File: src/shared/tccu_pkg.sv
/*
  Package of the timer capture/compare unit: register offsets, field
  positions, reset values, mode encodings and timing counts.
  Assumes a 40 MHz system clock and a 32-bit APB register bus.
*/
package tccu_pkg;

  // ----------------------------------------------------------------
  // register byte offsets
  // ----------------------------------------------------------------
  localparam logic [7:0] OFS_ALT_PIN   = 8'h00;
  localparam logic [7:0] OFS_CONTROL   = 8'h04;
  localparam logic [7:0] OFS_CC_LOW    = 8'h08;
  localparam logic [7:0] OFS_CC_HIGH   = 8'h0C;
  localparam logic [7:0] OFS_INT_EN    = 8'h10;
  localparam logic [7:0] OFS_INT_FLAGS = 8'h14;
  localparam logic [7:0] OFS_TMR_CTRL  = 8'h18;
  localparam logic [7:0] OFS_TMR_LOW   = 8'h1C;
  localparam logic [7:0] OFS_TMR_HIGH  = 8'h20;

  // ----------------------------------------------------------------
  // field positions
  // ----------------------------------------------------------------
  localparam int PIN_LOC_BIT   = 0;
  localparam int UNIT_FLAG_BIT = 2;
  localparam int UNIT_EN_BIT   = 2;
  localparam int TMR_ON_BIT    = 0;
  localparam int TMR_SRC_LSB   = 6;

  // ----------------------------------------------------------------
  // reset values
  // ----------------------------------------------------------------
  localparam logic [7:0]  RST_BYTE = 8'h00;
  localparam logic [15:0] RST_WORD = 16'h0000;

  // ----------------------------------------------------------------
  // unit mode field encodings
  // ----------------------------------------------------------------
  localparam logic [3:0] MODE_OFF      = 4'h0;
  localparam logic [3:0] MODE_CMP_TOG  = 4'h2;
  localparam logic [3:0] MODE_CAP_FALL = 4'h4;
  localparam logic [3:0] MODE_CAP_RISE = 4'h5;
  localparam logic [3:0] MODE_CAP_4TH  = 4'h6;
  localparam logic [3:0] MODE_CAP_16TH = 4'h7;
  localparam logic [3:0] MODE_CMP_SET  = 4'h8;
  localparam logic [3:0] MODE_CMP_CLR  = 4'h9;
  localparam logic [3:0] MODE_CMP_SWI  = 4'hA;
  localparam logic [3:0] MODE_CMP_SPEV = 4'hB;

  // ----------------------------------------------------------------
  // shared timer clock sources
  // ----------------------------------------------------------------
  localparam logic [1:0] SRC_INSTR = 2'h0;
  localparam logic [1:0] SRC_SYS   = 2'h1;
  localparam logic [1:0] SRC_EXT   = 2'h2;

  // ----------------------------------------------------------------
  // timing
  // ----------------------------------------------------------------
  localparam int CLK_HZ        = 40_000_000;
  localparam int INSTR_DIV     = 4;
  localparam int PRESC_4       = 4;
  localparam int PRESC_16      = 16;

  function automatic logic is_capture(input logic [3:0] mode);
    return mode[3:2] == 2'h1;
  endfunction

  function automatic logic is_compare(input logic [3:0] mode);
    return (mode == MODE_CMP_TOG) || (mode[3:2] == 2'h2);
  endfunction

  function automatic logic drives_pin(input logic [3:0] mode);
    return (mode == MODE_CMP_TOG) || (mode == MODE_CMP_SET) || (mode == MODE_CMP_CLR);
  endfunction

endpackage

File: src/core/tccu_pin_sync.sv
/*
  Two-flop synchroniser with rising and falling edge pulses.
  Assumes an asynchronous level on pin_in; pulses are one clock wide.
*/
`timescale 1ns/1ps
`default_nettype none
module tccu_pin_sync
  import tccu_pkg::*;
(
  // clock and reset
  input  wire logic clock_in,
  input  wire logic srst_in,
  // pin side
  input  wire logic pin_in,
  // synchronised side
  output logic      level_out,
  output logic      rise_out,
  output logic      fall_out
);
  logic meta_q;
  logic sync_q;
  logic prev_q;

  always_ff @(posedge clock_in) begin
    if (srst_in) begin
      meta_q <= 1'b0;
      sync_q <= 1'b0;
      prev_q <= 1'b0;
    end else begin
      meta_q <= pin_in;
      sync_q <= meta_q;
      prev_q <= sync_q;
    end
  end

  // edges judged only past the second flop
  assign level_out = sync_q;
  assign rise_out  = sync_q & ~prev_q;
  assign fall_out  = ~sync_q & prev_q;
endmodule
`default_nettype wire

File: src/core/tccu_prescaler.sv
/*
  Capture edge prescaler: one event every 4th or 16th qualifying edge.
  Assumes edge_in is a one-cycle pulse on the system clock.
*/
`timescale 1ns/1ps
`default_nettype none
module tccu_prescaler
  import tccu_pkg::*;
#(
  parameter int CNT_W = 4
) (
  // clock and reset
  input  wire logic clock_in,
  input  wire logic srst_in,
  // control
  input  wire logic hold_clear_in,
  input  wire logic div16_in,
  input  wire logic edge_in,
  // result
  output logic      event_out
);
  logic [CNT_W-1:0] cnt_q;
  logic [CNT_W-1:0] cnt_d;
  logic             wrap;

  always_comb begin
    wrap  = div16_in ? (cnt_q == CNT_W'(PRESC_16 - 1)) : (cnt_q == CNT_W'(PRESC_4 - 1));
    cnt_d = cnt_q;
    if (hold_clear_in) begin
      cnt_d = '0;
    end else if (edge_in) begin
      cnt_d = wrap ? '0 : cnt_q + CNT_W'(1);
    end
  end

  always_ff @(posedge clock_in) begin
    if (srst_in) begin
      cnt_q <= '0;
    end else begin
      cnt_q <= cnt_d;
    end
  end

  assign event_out = edge_in & wrap & ~hold_clear_in;
endmodule
`default_nettype wire

File: src/core/tccu_top.sv
/*
  Timer capture/compare unit with its shared 16-bit timer and APB
  register slave. Assumes pins arrive asynchronously, sleep_in comes
  from same-clock logic, and pin direction bits live outside.
*/
// Contract
// - Four capture prescaler settings chosen by the mode field.
// - Prescaler counter held at zero when off or not capturing.
// - Prescaler counter cleared on every reset.
// - Switching between capture settings keeps the prescaler count.
// - Instruction-clocked timer halts in sleep and resumes its value.
// - Captures continue in sleep with an external timer clock.
// - Bit 0 of alternate pin select relocates the unit pin.
// - Compare mode continuously compares register pair with timer.
// - Match toggles, sets, clears output, triggers event, or interrupts.
// - Every compare match sets unit flag bit 2 with the action.
// - Capture copies the timer into the pair and sets the flag.
// - Capture on falling, rising, every 4th or 16th rising edge.
// - New capture overwrites the pair; flag stays until cleared.
// - Edge detector watches the pin level itself.
`timescale 1ns/1ps
`default_nettype none
module tccu_top
  import tccu_pkg::*;
#(
  parameter int TMR_W = 16
) (
  // clock and reset
  input  wire logic        clock_in,
  input  wire logic        srst_in,
  // apb slave
  input  wire logic        psel,
  input  wire logic        penable,
  input  wire logic        pwrite,
  input  wire logic [7:0]  paddr,
  input  wire logic [31:0] pwdata,
  output logic             pready,
  output logic             pslverr,
  output logic [31:0]      prdata,
  // system
  input  wire logic        sleep_in,
  input  wire logic        ext_tmr_clk_in,
  // unit pin, primary and alternate locations
  input  wire logic        pin_main_in,
  output logic             pin_main_out,
  output logic             pin_main_oe_out,
  input  wire logic        pin_alt_in,
  output logic             pin_alt_out,
  output logic             pin_alt_oe_out,
  // events
  output logic             unit_irq_out,
  output logic             special_trigger_out
);
  // ----------------------------------------------------------------
  // register state
  // ----------------------------------------------------------------
  logic [7:0]       alt_pin_q,  alt_pin_d;
  logic [7:0]       control_q,  control_d;
  logic [TMR_W-1:0] cc_q,       cc_d;
  logic [7:0]       int_en_q,   int_en_d;
  logic             flag_q,     flag_d;
  logic [7:0]       tmr_ctrl_q, tmr_ctrl_d;
  logic [TMR_W-1:0] tmr_q,      tmr_d;
  logic [1:0]       div_q,      div_d;
  logic             out_latch_q, out_latch_d;
  logic             match_q,    match_d;
  logic             spev_pend_q, spev_pend_d;
  logic [31:0]      prdata_q,   prdata_d;

  logic [3:0] mode;
  logic       wr_en;
  logic       setup;
  logic       mapped;
  logic       tmr_on;
  logic [1:0] tmr_src;
  logic       tmr_tick;
  logic       main_rise;
  logic       main_fall;
  logic       alt_rise;
  logic       alt_fall;
  logic       cap_rise;
  logic       cap_fall;
  logic       ext_rise;
  logic       presc_event;
  logic       cap_event;
  logic       match_now;
  logic       match_event;

  assign mode    = control_q[3:0];
  assign tmr_on  = tmr_ctrl_q[TMR_ON_BIT];
  assign tmr_src = tmr_ctrl_q[TMR_SRC_LSB +: 2];

  // ----------------------------------------------------------------
  // pin location and synchronisers
  // ----------------------------------------------------------------
  // raw pad levels feed the detectors, so port writes can capture;
  // each location has its own flops, so a location switch never
  // lets an unsynchronised level reach the edge logic
  tccu_pin_sync u_main_sync (
    .clock_in  (clock_in),
    .srst_in   (srst_in),
    .pin_in    (pin_main_in),
    .level_out (),
    .rise_out  (main_rise),
    .fall_out  (main_fall)
  );

  tccu_pin_sync u_alt_sync (
    .clock_in  (clock_in),
    .srst_in   (srst_in),
    .pin_in    (pin_alt_in),
    .level_out (),
    .rise_out  (alt_rise),
    .fall_out  (alt_fall)
  );

  assign cap_rise = alt_pin_q[PIN_LOC_BIT] ? alt_rise : main_rise;
  assign cap_fall = alt_pin_q[PIN_LOC_BIT] ? alt_fall : main_fall;

  tccu_pin_sync u_ext_sync (
    .clock_in  (clock_in),
    .srst_in   (srst_in),
    .pin_in    (ext_tmr_clk_in),
    .level_out (),
    .rise_out  (ext_rise),
    .fall_out  ()
  );

  // ----------------------------------------------------------------
  // capture event qualification
  // ----------------------------------------------------------------
  tccu_prescaler u_presc (
    .clock_in      (clock_in),
    .srst_in       (srst_in),
    .hold_clear_in (~is_capture(mode)),
    .div16_in      (mode == MODE_CAP_16TH),
    .edge_in       (cap_rise & ((mode == MODE_CAP_4TH) | (mode == MODE_CAP_16TH))),
    .event_out     (presc_event)
  );

  always_comb begin
    case (mode)
      MODE_CAP_FALL: cap_event = cap_fall;
      MODE_CAP_RISE: cap_event = cap_rise;
      MODE_CAP_4TH:  cap_event = presc_event;
      MODE_CAP_16TH: cap_event = presc_event;
      default:       cap_event = 1'b0;
    endcase
  end

  // ----------------------------------------------------------------
  // shared timer tick
  // ----------------------------------------------------------------
  always_comb begin
    div_d    = div_q;
    tmr_tick = 1'b0;
    case (tmr_src)
      SRC_INSTR: begin
        // divider frozen in sleep so the count resumes unchanged
        if (tmr_on && !sleep_in) begin
          div_d    = (div_q == 2'(INSTR_DIV - 1)) ? 2'h0 : div_q + 2'h1;
          tmr_tick = (div_q == 2'(INSTR_DIV - 1));
        end
      end
      SRC_SYS:  tmr_tick = tmr_on & ~sleep_in;
      SRC_EXT:  tmr_tick = tmr_on & ext_rise;
      default:  tmr_tick = 1'b0;
    endcase
  end

  // ----------------------------------------------------------------
  // compare
  // ----------------------------------------------------------------
  // only a fresh equality counts, so a stopped timer fires once
  assign match_now   = is_compare(mode) && (tmr_q == cc_q);
  assign match_event = match_now & ~match_q;

  always_comb begin
    match_d     = match_now;
    out_latch_d = out_latch_q;
    spev_pend_d = spev_pend_q & match_now; // moving the pair cancels the reset
    if (mode == MODE_OFF) begin
      out_latch_d = 1'b0;
    end else if (match_event) begin
      case (mode)
        MODE_CMP_TOG:  out_latch_d = ~out_latch_q;
        MODE_CMP_SET:  out_latch_d = 1'b1;
        MODE_CMP_CLR:  out_latch_d = 1'b0;
        MODE_CMP_SPEV: spev_pend_d = 1'b1;
        default:       out_latch_d = out_latch_q;
      endcase
    end
  end

  assign special_trigger_out = match_event & (mode == MODE_CMP_SPEV);

  // ----------------------------------------------------------------
  // apb decode
  // ----------------------------------------------------------------
  assign setup  = psel & ~penable;
  assign wr_en  = psel & penable & pwrite & mapped;
  assign pready = 1'b1;
  assign pslverr = psel & penable & ~mapped;

  always_comb begin
    case (paddr)
      OFS_ALT_PIN, OFS_CONTROL, OFS_CC_LOW, OFS_CC_HIGH, OFS_INT_EN,
      OFS_INT_FLAGS, OFS_TMR_CTRL, OFS_TMR_LOW, OFS_TMR_HIGH: mapped = 1'b1;
      default: mapped = 1'b0;
    endcase
  end

  always_comb begin
    prdata_d = prdata_q;
    if (setup) begin
      case (paddr)
        OFS_ALT_PIN:   prdata_d = {24'h000000, alt_pin_q};
        OFS_CONTROL:   prdata_d = {24'h000000, control_q};
        OFS_CC_LOW:    prdata_d = {24'h000000, cc_q[7:0]};
        OFS_CC_HIGH:   prdata_d = {24'h000000, cc_q[15:8]};
        OFS_INT_EN:    prdata_d = {24'h000000, int_en_q};
        OFS_INT_FLAGS: prdata_d = {29'h00000000, flag_q, 2'h0};
        OFS_TMR_CTRL:  prdata_d = {24'h000000, tmr_ctrl_q};
        OFS_TMR_LOW:   prdata_d = {24'h000000, tmr_q[7:0]};
        OFS_TMR_HIGH:  prdata_d = {24'h000000, tmr_q[15:8]};
        default:       prdata_d = 32'h00000000;
      endcase
    end
  end

  // ----------------------------------------------------------------
  // register next state
  // ----------------------------------------------------------------
  always_comb begin
    alt_pin_d  = alt_pin_q;
    control_d  = control_q;
    cc_d       = cc_q;
    int_en_d   = int_en_q;
    flag_d     = flag_q;
    tmr_ctrl_d = tmr_ctrl_q;
    tmr_d      = tmr_q;
    if (wr_en) begin
      case (paddr)
        OFS_ALT_PIN:   alt_pin_d  = pwdata[7:0];
        OFS_CONTROL:   control_d  = pwdata[7:0];
        OFS_CC_LOW:    cc_d[7:0]  = pwdata[7:0];
        OFS_CC_HIGH:   cc_d[15:8] = pwdata[7:0];
        OFS_INT_EN:    int_en_d   = pwdata[7:0];
        OFS_INT_FLAGS: flag_d     = pwdata[UNIT_FLAG_BIT];
        OFS_TMR_CTRL:  tmr_ctrl_d = pwdata[7:0];
        OFS_TMR_LOW:   tmr_d[7:0]  = pwdata[7:0];
        OFS_TMR_HIGH:  tmr_d[15:8] = pwdata[7:0];
        default:       alt_pin_d  = alt_pin_q;
      endcase
    end
    // a software write to the timer wins over its own count
    if (!(wr_en && (paddr == OFS_TMR_LOW || paddr == OFS_TMR_HIGH)) && tmr_tick) begin
      tmr_d = spev_pend_q ? RST_WORD : tmr_q + TMR_W'(1);
    end
    // hardware capture wins over a software write to the pair
    if (cap_event) begin
      cc_d = tmr_q;
    end
    // set wins over a clear in the same cycle
    if (cap_event || match_event) begin
      flag_d = 1'b1;
    end
  end

  always_ff @(posedge clock_in) begin
    if (srst_in) begin
      alt_pin_q   <= RST_BYTE;
      control_q   <= RST_BYTE;
      cc_q        <= RST_WORD;
      int_en_q    <= RST_BYTE;
      flag_q      <= 1'b0;
      tmr_ctrl_q  <= RST_BYTE;
      tmr_q       <= RST_WORD;
      div_q       <= 2'h0;
      out_latch_q <= 1'b0;
      match_q     <= 1'b0;
      spev_pend_q <= 1'b0;
      prdata_q    <= 32'h00000000;
    end else begin
      alt_pin_q   <= alt_pin_d;
      control_q   <= control_d;
      cc_q        <= cc_d;
      int_en_q    <= int_en_d;
      flag_q      <= flag_d;
      tmr_ctrl_q  <= tmr_ctrl_d;
      tmr_q       <= tmr_d;
      div_q       <= div_d;
      out_latch_q <= out_latch_d;
      match_q     <= match_d;
      spev_pend_q <= spev_pend_d;
      prdata_q    <= prdata_d;
    end
  end

  // ----------------------------------------------------------------
  // outputs
  // ----------------------------------------------------------------
  assign prdata          = prdata_q;
  assign unit_irq_out    = flag_q & int_en_q[UNIT_EN_BIT];
  assign pin_main_out    = out_latch_q;
  assign pin_alt_out     = out_latch_q;
  assign pin_main_oe_out = drives_pin(mode) & ~alt_pin_q[PIN_LOC_BIT];
  assign pin_alt_oe_out  = drives_pin(mode) & alt_pin_q[PIN_LOC_BIT];
endmodule
`default_nettype wire

File: config.mk
export PLATFORM = sky130hd
export DESIGN_NAME = tccu_top
export DESIGN_NICKNAME = d
export VERILOG_FILES = /design/src/shared/tccu_pkg.sv /design/src/core/tccu_pin_sync.sv /design/src/core/tccu_prescaler.sv /design/src/core/tccu_top.sv
export SDC_FILE = /design/constraint.sdc
export NUM_CORES = 1
export LEC_CHECK = 0
export CELL_PAD_IN_SITES_DETAIL_PLACEMENT = 0
export CELL_PAD_IN_SITES_GLOBAL_PLACEMENT = 1
export CORE_MARGIN = 2
export CORE_UTILIZATION = 51
export CTS_CLUSTER_DIAMETER = 150
export DETAILED_ROUTE_END_ITERATION = 12
export DONT_BUFFER_PORTS = 1
export PLACE_DENSITY_LB_ADDON = 0.1
export SYNTH_ARGS = -nofsm -noshare
export SYNTH_HDL_FRONTEND = slang
export SYNTH_SLANG_ARGS = --single-unit
File: constraint.sdc
create_clock -name clock_in -period 5 [get_ports clock_in]
set_clock_uncertainty 0.05 [all_clocks]
set_input_delay 0.5 -clock clock_in [delete_from_list [all_inputs] [get_ports clock_in]]
set_output_delay 0.5 -clock clock_in [all_outputs]
set_load 0.01 [all_outputs]
# Word-level counts from Yosys, hierarchy flattened
# Index checks and enable logic that the tools add are counted.
# word_totals
register_bits,115
latchBits,0
ramBits,0
mem_bits_ro,0
out_inout_bits,40
elab_cells,149
mem_count,0
# classes
n_addsub,3
n_mul,0
n_div,0
n_lt_le_gt_ge,0
eq_ne,24
shift,0
mux,26
bitwise,34
reduce_logical,38
# ops
cell,n
$mux 16,5
$pmux 8 s9,1
$eq 8x5->1 const B,4
$mux 8,4
$reduce_and 2->1,11
$and 1x1->1,21
$add 16x1->16 const B,1
$eq 16x16->1,1
$eq 4x3->1 const B,4
$eq 4x4->1 const B,4
$eq 8x4->1 const B,2
$reduce_bool 2->1,8
$not 1->1,12
$mux 1,11
$pmux 1 s3,3
$reduce_or 9->1,1
$eq 4x2->1 const B,2
$eq 8x3->1 const B,1
$eq 8x6->1 const B,1
$logic_not 8->1,1
$eq 2x2->1 const B,3
$reduce_or 2->1,3
$logic_or 1x1->1,5
$add 4x1->4 const B,1
other kinds (10),15

# Depth between registers and ports, before layout
# Gate-level depths: netlist of the first run.
# depth
depth_word,10
ltp_mapped,9
depth_no_buf,8

# Cells and area by module
# Synthesis of the first run repeated with hierarchy kept, for this count alone.
# hier_totals
cells_unflattened,617
hier_area_um2,5482.8
# by_module_without_submodules
module,instances,cells_each,area_each_um2,seq_area_each_um2
tccu_top,1,572,5004.8,1561.5
tccu_pin_sync,3,8,91.3,60.1
tccu_prescaler,1,21,203.9,80.1

# Worst setup path before layout of the first run
# OpenSTA, ideal clock, no wires.
# synth_timing
kind,input -> register
startpoint,in paddr[2]
endpoint,reg tmr_q[10]
arrival_time_ns,1.941
required_ns,4.831
setup_slack_ns,2.890
cell_stages,7
path_buffers,2
cell_sequence,buf_4 -> and4bb_2 -> buf_2 -> a22oi_2 -> o221ai_4 -> mux2_2 -> o221a_2
# synth_between
elab_chain_cells,9
word_cells_on_any_way,20
cone_classes,8 x eq/ne; 2 x mux; 1 x bitwise; 9 x reduce/logical
# synth_rtl
element,line,rtl
start: declaration,tccu_top.sv:35,"input wire logic [7:0] paddr,"
"$eq 8x5->1, or another cell as far along","tccu_top.sv:206, tccu_top.sv:257",
$reduce_or 9->1,tccu_top.sv:206,case (paddr)
$mux 1,tccu_top.sv:206,
$and 1x1->1,tccu_top.sv:201,assign wr_en = psel & penable & pwrite & mapped;
$logic_and 1x1->1,tccu_top.sv:257,if (!(wr_en && (paddr == OFS_TMR_LOW || paddr == OFS_TMR_HIGH)) && tmr_tick) begin
$logic_not 1->1,tccu_top.sv:257,
$logic_and 1x1->1,tccu_top.sv:257,
$reduce_bool 2->1 (no line),--,
$reduce_and 2->1 (no line),--,
end signal: assignment,tccu_top.sv:291,tmr_q <= tmr_d;
end: declaration,tccu_top.sv:63,"logic [TMR_W-1:0] tmr_q, tmr_d;"
# Parallel ways exist; a longest one is shown, timed or not.
# A chain may end at the register's enable or synchronous reset.

# Worst setup path in the final report of the first run
# layout_timing
startpoint,reg tmr_ctrl_q[6]
endpoint,reg tmr_q[8]
# layout_between
elab_chain_cells,5
word_cells_on_any_way,9
cone_classes,2 x eq/ne; 2 x mux; 5 x reduce/logical
# layout_rtl
element,line,rtl
start: declaration,tccu_top.sv:62,"logic [7:0] tmr_ctrl_q, tmr_ctrl_d;"
start signal: assignment,tccu_top.sv:290,tmr_ctrl_q <= tmr_ctrl_d;
"$eq 2x2->1, or another cell as far along",tccu_top.sv:157,case (tmr_src)
$pmux 1 s3 (*),tccu_top.sv:157,
$logic_and 1x1->1 (*),tccu_top.sv:257,
$reduce_bool 2->1 (no line),--,
$reduce_and 2->1 (no line),--,
# Mark *: on every way between the ends. The rest lies on a longest branch, timed or not.

==> results of run 1 <==
-- logic make-up after synthesis --
| kind of cell | share of synthesized area |
|---|---|
| AO/OA/AOI/OAI | 0.174 |
| XOR/XNOR | 0.0462 |
| adder cells (fa/ha/maj) | 0.0147 |
| buffers and inverters | 0.0860 |
| flip-flops | 0.356 |
| multiplexers | 0.0889 |
| other | 0.00147 |
| AND/OR/NAND/NOR | 0.233 |
-- flip-flops by register name, summed over array words and instances, names as in the netlist, 2 cells and up --
name           count
tmr_ctrl_q         8
u_presc.cnt_q      4
alt_pin_q          8
cc_q              16
div_q              2
int_en_q           8
control_q          8
tmr_q             16
prdata             8
-- power by group through the flow --
stage / Sequential (W) / Combinational (W) / Clock [W]
floorplan: 0.000752 / 0.0000691 / 0
global placement: 0.000753 / 0.0000442 / 0
detailed placement: 0.000753 / 0.0000444 / 0
CTS: 0.000736 / 0.0000446 / 0.000493
global route: 0.000737 / 0.0000502 / 0.000526
finish: 0.000736 / 0.0000459 / 0.000482
-- layout make-up --
cell class                 instances  area share
clock buffer                      11      0.0290
clock inverter                     5     0.00719
inverter                           9     0.00647
multi-input combinational        475       0.568
sequential                        91       0.349
tap                              133      0.0319
timing repair buffer               6     0.00862
-- synthesized netlist by cell type (4+ instances only) --
cell	count	area, sq um
mux2i_1	32	320
xnor2_1	10	87.6
and3_1	4	25.0
a211oi_1	10	75.1
nand2_1	59	221
a22oi_1	12	90.1
o21ai_0	19	95.1
a311oi_1	9	78.8
xor2_1	17	149
nand4_1	6	37.5
ha_1	6	75.1
a22o_1	6	52.6
nor3b_1	4	30.0
a21oi_1	37	185
nor4_1	5	31.3
clkbuf_1	36	135
inv_1	9	33.8
nor3_1	16	80.1
mux2_2	10	113
a31oi_1	11	68.8
and2_1	4	25.0
nor2b_1	13	81.3
nand3b_1	7	52.6
dfxtp_1	91	1820
buf_4	27	203
buf_2	13	65.1
nand3_1	37	185
nor2_1	74	278
-- through the flow --
stage | setup WS [ps] | hold WS [ps] | total power, W
after floorplan | 2890 | 364 | 0.000821
after CTS | 2320 | 139 | 0.00127
after global placement | 2230 | 365 | 0.000797
after global routing | 2040 | 128 | 0.00131
final | 2320 | 141 | 0.00126
after detailed placement | 2220 | 375 | 0.000797
-- worst register-to-register path: cells and delay by family, from the launching register on --
| kind | cells | cell delay (ps) |
|---|---|---|
| compound gates | 3 | 720 |
| fa+ha+maj | 1 | 220 |
| buf+inv | 1 | 100 |
| flops | 1 | 450 |
| simple gates | 3 | 1070 |
-- cells in the final DEF, fill, tap and decap left out, drive strengths merged, types with 7 or more instances in the layout --
| cell type | netlist | routed |
|---|---|---|
| nor2 | 74 | 74 |
| inv | 9 | 9 |
| nor3 | 16 | 16 |
| nor2b | 13 | 13 |
| mux2i | 32 | 32 |
| nand3 | 38 | 38 |
| conb | 2 | 25 |
| a31oi | 11 | 11 |
| nand3b | 7 | 7 |
| xor2 | 17 | 17 |
| clkbuf | 36 | 11 |
| nand2 | 59 | 59 |
| xnor2 | 10 | 10 |
| a22oi | 13 | 13 |
| a311oi | 9 | 9 |
| a21oi | 37 | 37 |
| dfxtp | 91 | 91 |
| mux2 | 10 | 10 |
| o21ai | 19 | 19 |
| a211oi | 10 | 10 |
-- worst paths after layout --
check                                                   from                         endpoint  slack (ps)  depth (start not counted)
worst max-delay path              tmr_ctrl_q[6]$_SDFFE_PP0P_            tmr_q[8]$_SDFFE_PP0P_        2320                          8
worst min-delay path                                 srst_in         int_en_q[1]$_SDFFE_PP0P_         140                          1
worst max register to register    tmr_ctrl_q[6]$_SDFFE_PP0P_            tmr_q[8]$_SDFFE_PP0P_        2320                          8
worst min register to register  u_ext_sync.meta_q$_SDFF_PP0_  u_ext_sync.level_out$_SDFF_PP0_         400                          1
-- routing by layer --
metal | track usage | vias up | routed length, microns
li1 | - | 2106 | -
met1 | 0.379 | 2117 | 6650
met2 | 0.417 | 164 | 6540
met3 | 0.0476 | 23 | 993
met4 | 0.0878 | 0 | 278
met5 | 0 | - | 0
==> run metrics, run 1 <==
global-route usage over all layers=0.269; First-pass DRT Iterations=6; Port Buffers=0; sw power=~0.00031 W; Mapped Area=a little over 5000 sq um; Max H-tree Level=3; hold buffers post-CTS=0; fin crit period=2680 ps; max-cap viol count=0; Clock Path Buffers=2; post-CTS resize count=0; Final nets=around 650; Setup CP Type=reg2reg; Detailed Route Iter0 Violations=between 300 and 400; core area=a little under 10000 sq um; WL per Instance=between 15 and 20 microns; post-route ant nets=0; Pwr per Cell Area=approximately 240 nW/um^2; Tcrit/Tclk final=0.535; slowest cell delay on critical path=between 600 and 700 ps; Clk pwr share=0.381; Worst Hold Class=in2reg; detailed-route via count=around 4400; total routed wirelength=roughly 14 mm; first-pass GRT wire length=approximately 23 mm; clock root buffer=clkbuf_8; part of the power in registers=0.582; Final Hold Viols=0; Starting Density=0.524; Synthesis Warnings=0; Worst-Margin Slew=roughly 1100 ps; ys flop type=dfxtp_1; Slew HR=0.290; Critical Path End Type=flop; switching share of power=0.244; largest net degree at the start of global routing=81; row cnt=36; Final Instance Count excl. Fillers=between 700 and 800; Area growth syn-to-layout=1.98%; cell count after synthesis=629; layout cells sized above 1=0.0754; Vias/cell=a little over 6; Die Ht=roughly 100 microns; Netlist cell types=60; startpoint types=flop; Post-synth EDFFs=0; die footprint=between 10000 and 15000 sq um; RSZ-0062 raised after global routing=false; #FFs+latches synth=91; FFs w/ async S/R, synth=0; gr ovfl total=0; gp weighted congestion=around 0.87; hpwl dp=a little under 10 mm; Max Freq=374 MHz; setup tns final=0 ps; CTS tree=built; post-layout util=0.534; Comb pwr share=0.036; Req. time, crit path=5230 ps; latest clock arrival within the worst-skew pair=360 ps; Max VDD drop=around 0.10 mV; leakage dissipation=just over 2 nW; status=finished clean; fill cell count=941; WP buf/inv=1; placed cells=just over 700; slowest CP cell=nor2_1; CP delay by family, top=simple AND/OR/NAND/NOR gates; initial antenna violation count=0; Avg Cell Area, Syn=a little over 8 sq um; clock-pin slew on the worst setup and hold paths=about 100 ps; Max FO, Critical Path=16; multi-input combinational cell area=just under 3000 sq um; sequential area share after synthesis=0.356; I/O Pins=89; Reg area=about 1800 sq um; setup violators final=0; Clock Sinks=just over 90; DRC=0; area post-placement=about 5000 sq um; number of diodes=0; Setup Fix Bufs, Post-CTS=0; Slew Limit Fails=0; critical-path cell list=inv_1, ha_1, or2_2, a21oi_1, o221ai_4, nor2_1, nand3b_1, a31oi_1; CTS Buf Count=9; internal power=roughly 0.00096 W; Die Span X=104 microns; vias in the first global route=4174; fin area=between 5000 and 6000 sq um; crit path DAT=about 2900 ps
Note: power is estimated with default switching activity, not from simulation.
==> inputs of run 2 (changes only) <==
--- a/config.mk
+++ b/config.mk
@@ -8,7 +8,7 @@
 export CELL_PAD_IN_SITES_DETAIL_PLACEMENT = 0
 export CELL_PAD_IN_SITES_GLOBAL_PLACEMENT = 1
 export CORE_MARGIN = 2
-export CORE_UTILIZATION = 51
+export CORE_UTILIZATION = 47
 export CTS_CLUSTER_DIAMETER = 150
 export DETAILED_ROUTE_END_ITERATION = 12
 export DONT_BUFFER_PORTS = 1
==> constraint.sdc (replaced) <==
create_clock -name clock_in -period 2.7 [get_ports clock_in]
set_clock_uncertainty 0.05 [all_clocks]
set_input_delay 0.27 -clock clock_in [delete_from_list [all_inputs] [get_ports clock_in]]
set_output_delay 0.27 -clock clock_in [all_outputs]
set_load 0.01 [all_outputs]
==> run 2 against run 1 <==
Compared with the run above:
- global-route usage grew 0.23 points
- combinational power grew to 2.9 times the previous value
- critical path type is now reg2out
- die area grew 8.2%
- largest power group unchanged
- worst hold slack lost 130 ps
- clock-buffer cell count grew 2
- setup slack lost 2000 ps
- sequential share of layout area shrank 1.5 points
- highest routed layer unchanged
- clock power grew 74%
- power grew 85%
==> run metrics, run 2 (same netlist as run 1, synthesis figures left out) <==
Clock Sinks=91; CTS tree=built; initial antenna violation count=0; Worst Reg-to-Reg Cells=8; Worst Hold Depth=2; largest net degree at the start of global routing=80; layout cells sized above 1=0.0868; Setup CP Type=reg2out; Worst Hold Class=in2reg; first-pass GRT wire length=roughly 24 mm; total routed wirelength=roughly 15 mm; status=finished clean; Starting Density=0.477; largest registers=cc_q x16, tmr_q x16; detailed-route via count=about 4600; Max Freq=about 420 MHz; hpwl dp=around 10 mm; clock root buffer=clkbuf_8; Worst-Margin Slew=roughly 740 ps; Comb pwr share=0.057; I/O Pins=~90; Pwr per Cell Area=approximately 430 nW/um^2; core area=between 10000 and 15000 sq um; vias in the first global route=around 4200; Area growth syn-to-layout=6.45%; global-route usage over all layers=0.271; row cnt=38; Worst Setup Slack, final=327 ps; Max VDD drop=about 0.18 mV; Clock Path Buffers=2; Worst R2R End=tmr_q[3]$_SDFFE_PP0P_; Req. time, crit path=2380 ps; internal power=0.00175 W; DRC=0; crit path DAT=slightly above 2000 ps; Vias/cell=around 6.0; commonest cells after routing, fill and taps aside=91 x dfxtp_1, 74 x nor2_1, 59 x nand2_1; Die Ht=around 110 microns; fin area=5450 sq um; fin crit period=2370 ps; area post-placement=between 5000 and 6000 sq um; post-route ant nets=0; Port Buffers=0; gp weighted congestion=just over 0.9; Tcrit/Tclk final=0.879; setup violators final=0; Critical Path End Type=primary output; max-cap viol count=0; switching share of power=0.248; Hold Slack=between 9 and 10 ps; number of diodes=0; RSZ-0062 raised after global routing=false; Slew Limit Fails=0; Detailed Route Iter0 Violations=400; CTS Buf Count=9; Die Span X=approximately 110 microns; gr ovfl total=0; part of the power in registers=0.584; most common library cell in the layout ignoring fill and taps=dfxtp_1; Max FO, Critical Path=7; Worst Hold Launch=pwdata[2]; latest clock arrival within the worst-skew pair=between 300 and 400 ps; reg2reg start=tmr_ctrl_q[6]$_SDFFE_PP0P_; post-CTS resize count=0; Max H-tree Level=3; First-pass DRT Iterations=5; clock-pin slew on the worst setup and hold paths=about 90 ps; setup tns final=0 ps; sw power=approximately 0.00058 W; Final nets=about 670; Final Hold Viols=0; Slew HR=0.505; R2R Setup Slk=around 350 ps; Clk pwr share=0.359; startpoint types=flop; WL per Instance=around 20 microns; leakage dissipation=around 2.1 nW; pre-CTS setup slack=between 300 and 400 ps; die footprint=11700 sq um; Hold EP=control_q[2]$_SDFFE_PP0P_
-- run 2: changes by cell type in the layout (fill, tap and decap cells not counted), sizes merged --
cell	change
clkinv	-2
buf	+13
clkbuf	+2
dlygate4sd3	+13
clkinvlp	-1
-- run 2: worst max-delay path, stage by stage, from the launching register on --
cell,delay (ps)
dfxtp_1,570
xor2_1,120
nor4_1,360
nand4_1,340
nor2_1,290
-- run 2: worst max path at each step --
stage                                from  cells past startpoint                endpoint  slack [ps]
2_1_floorplan  tmr_ctrl_q[6]$_SDFFE_PP0P_                      8  tmr_q[10]$_SDFFE_PP0P_         670
3_3_place_gp   tmr_ctrl_q[6]$_SDFFE_PP0P_                      8   tmr_q[3]$_SDFFE_PP0P_         420
3_5_place_dp   tmr_ctrl_q[6]$_SDFFE_PP0P_                      8   tmr_q[3]$_SDFFE_PP0P_         340
4_1_cts             tmr_q[3]$_SDFFE_PP0P_                      4     special_trigger_out         290
5_1_grt        tmr_ctrl_q[6]$_SDFFE_PP0P_                      8   tmr_q[2]$_SDFFE_PP0P_         110
6_report            tmr_q[3]$_SDFFE_PP0P_                      4     special_trigger_out         330
-- run 2: power groups by stage --
stage | clock network (W) | registers [W] | logic, W
2_1_floorplan | 0 | 0.00139 | 0.000128
3_3_place_gp | 0 | 0.00139 | 0.0000837
3_5_place_dp | 0 | 0.00139 | 0.0000838
4_1_cts | 0.000848 | 0.00136 | 0.000130
5_1_grt | 0.000912 | 0.00136 | 0.000143
6_report | 0.000839 | 0.00136 | 0.000133
-- run 2: final cells by class --
cell class	count	area [sq um]
well taps	140	175
repair buffers	32	293
fillers	1068	5290
multi-input cells	475	2970
clock inverters	2	12.5
inverters	9	33.8
flip-flops and latches	91	1820
clock buffers	13	149
-- run 2: layer usage --
layer / part of all wire / vias up / GRT usage
li1: - / 2167 / -
met1: 0.46 / 2209 / 0.393
met2: 0.45 / 179 / 0.409
met3: 0.070 / 19 / 0.0440
met4: 0.019 / 0 / 0.0879
met5: 0 / - / 0
-- run 2: what timing repair did --
action                    CTS  global route
hold buffers               14             0
hold endpoints to repair   79             0
buffers inserted            0             0
-- run 2: stage by stage --
step	util	total power [W]	cells
finish	0.507	0.00233	762
global route	0.507	0.00242	762
CTS	0.507	0.00234	762
detailed placement	0.478	0.00148	733
global placement	0.478	0.00148	733
floorplan	-	0.00152	652
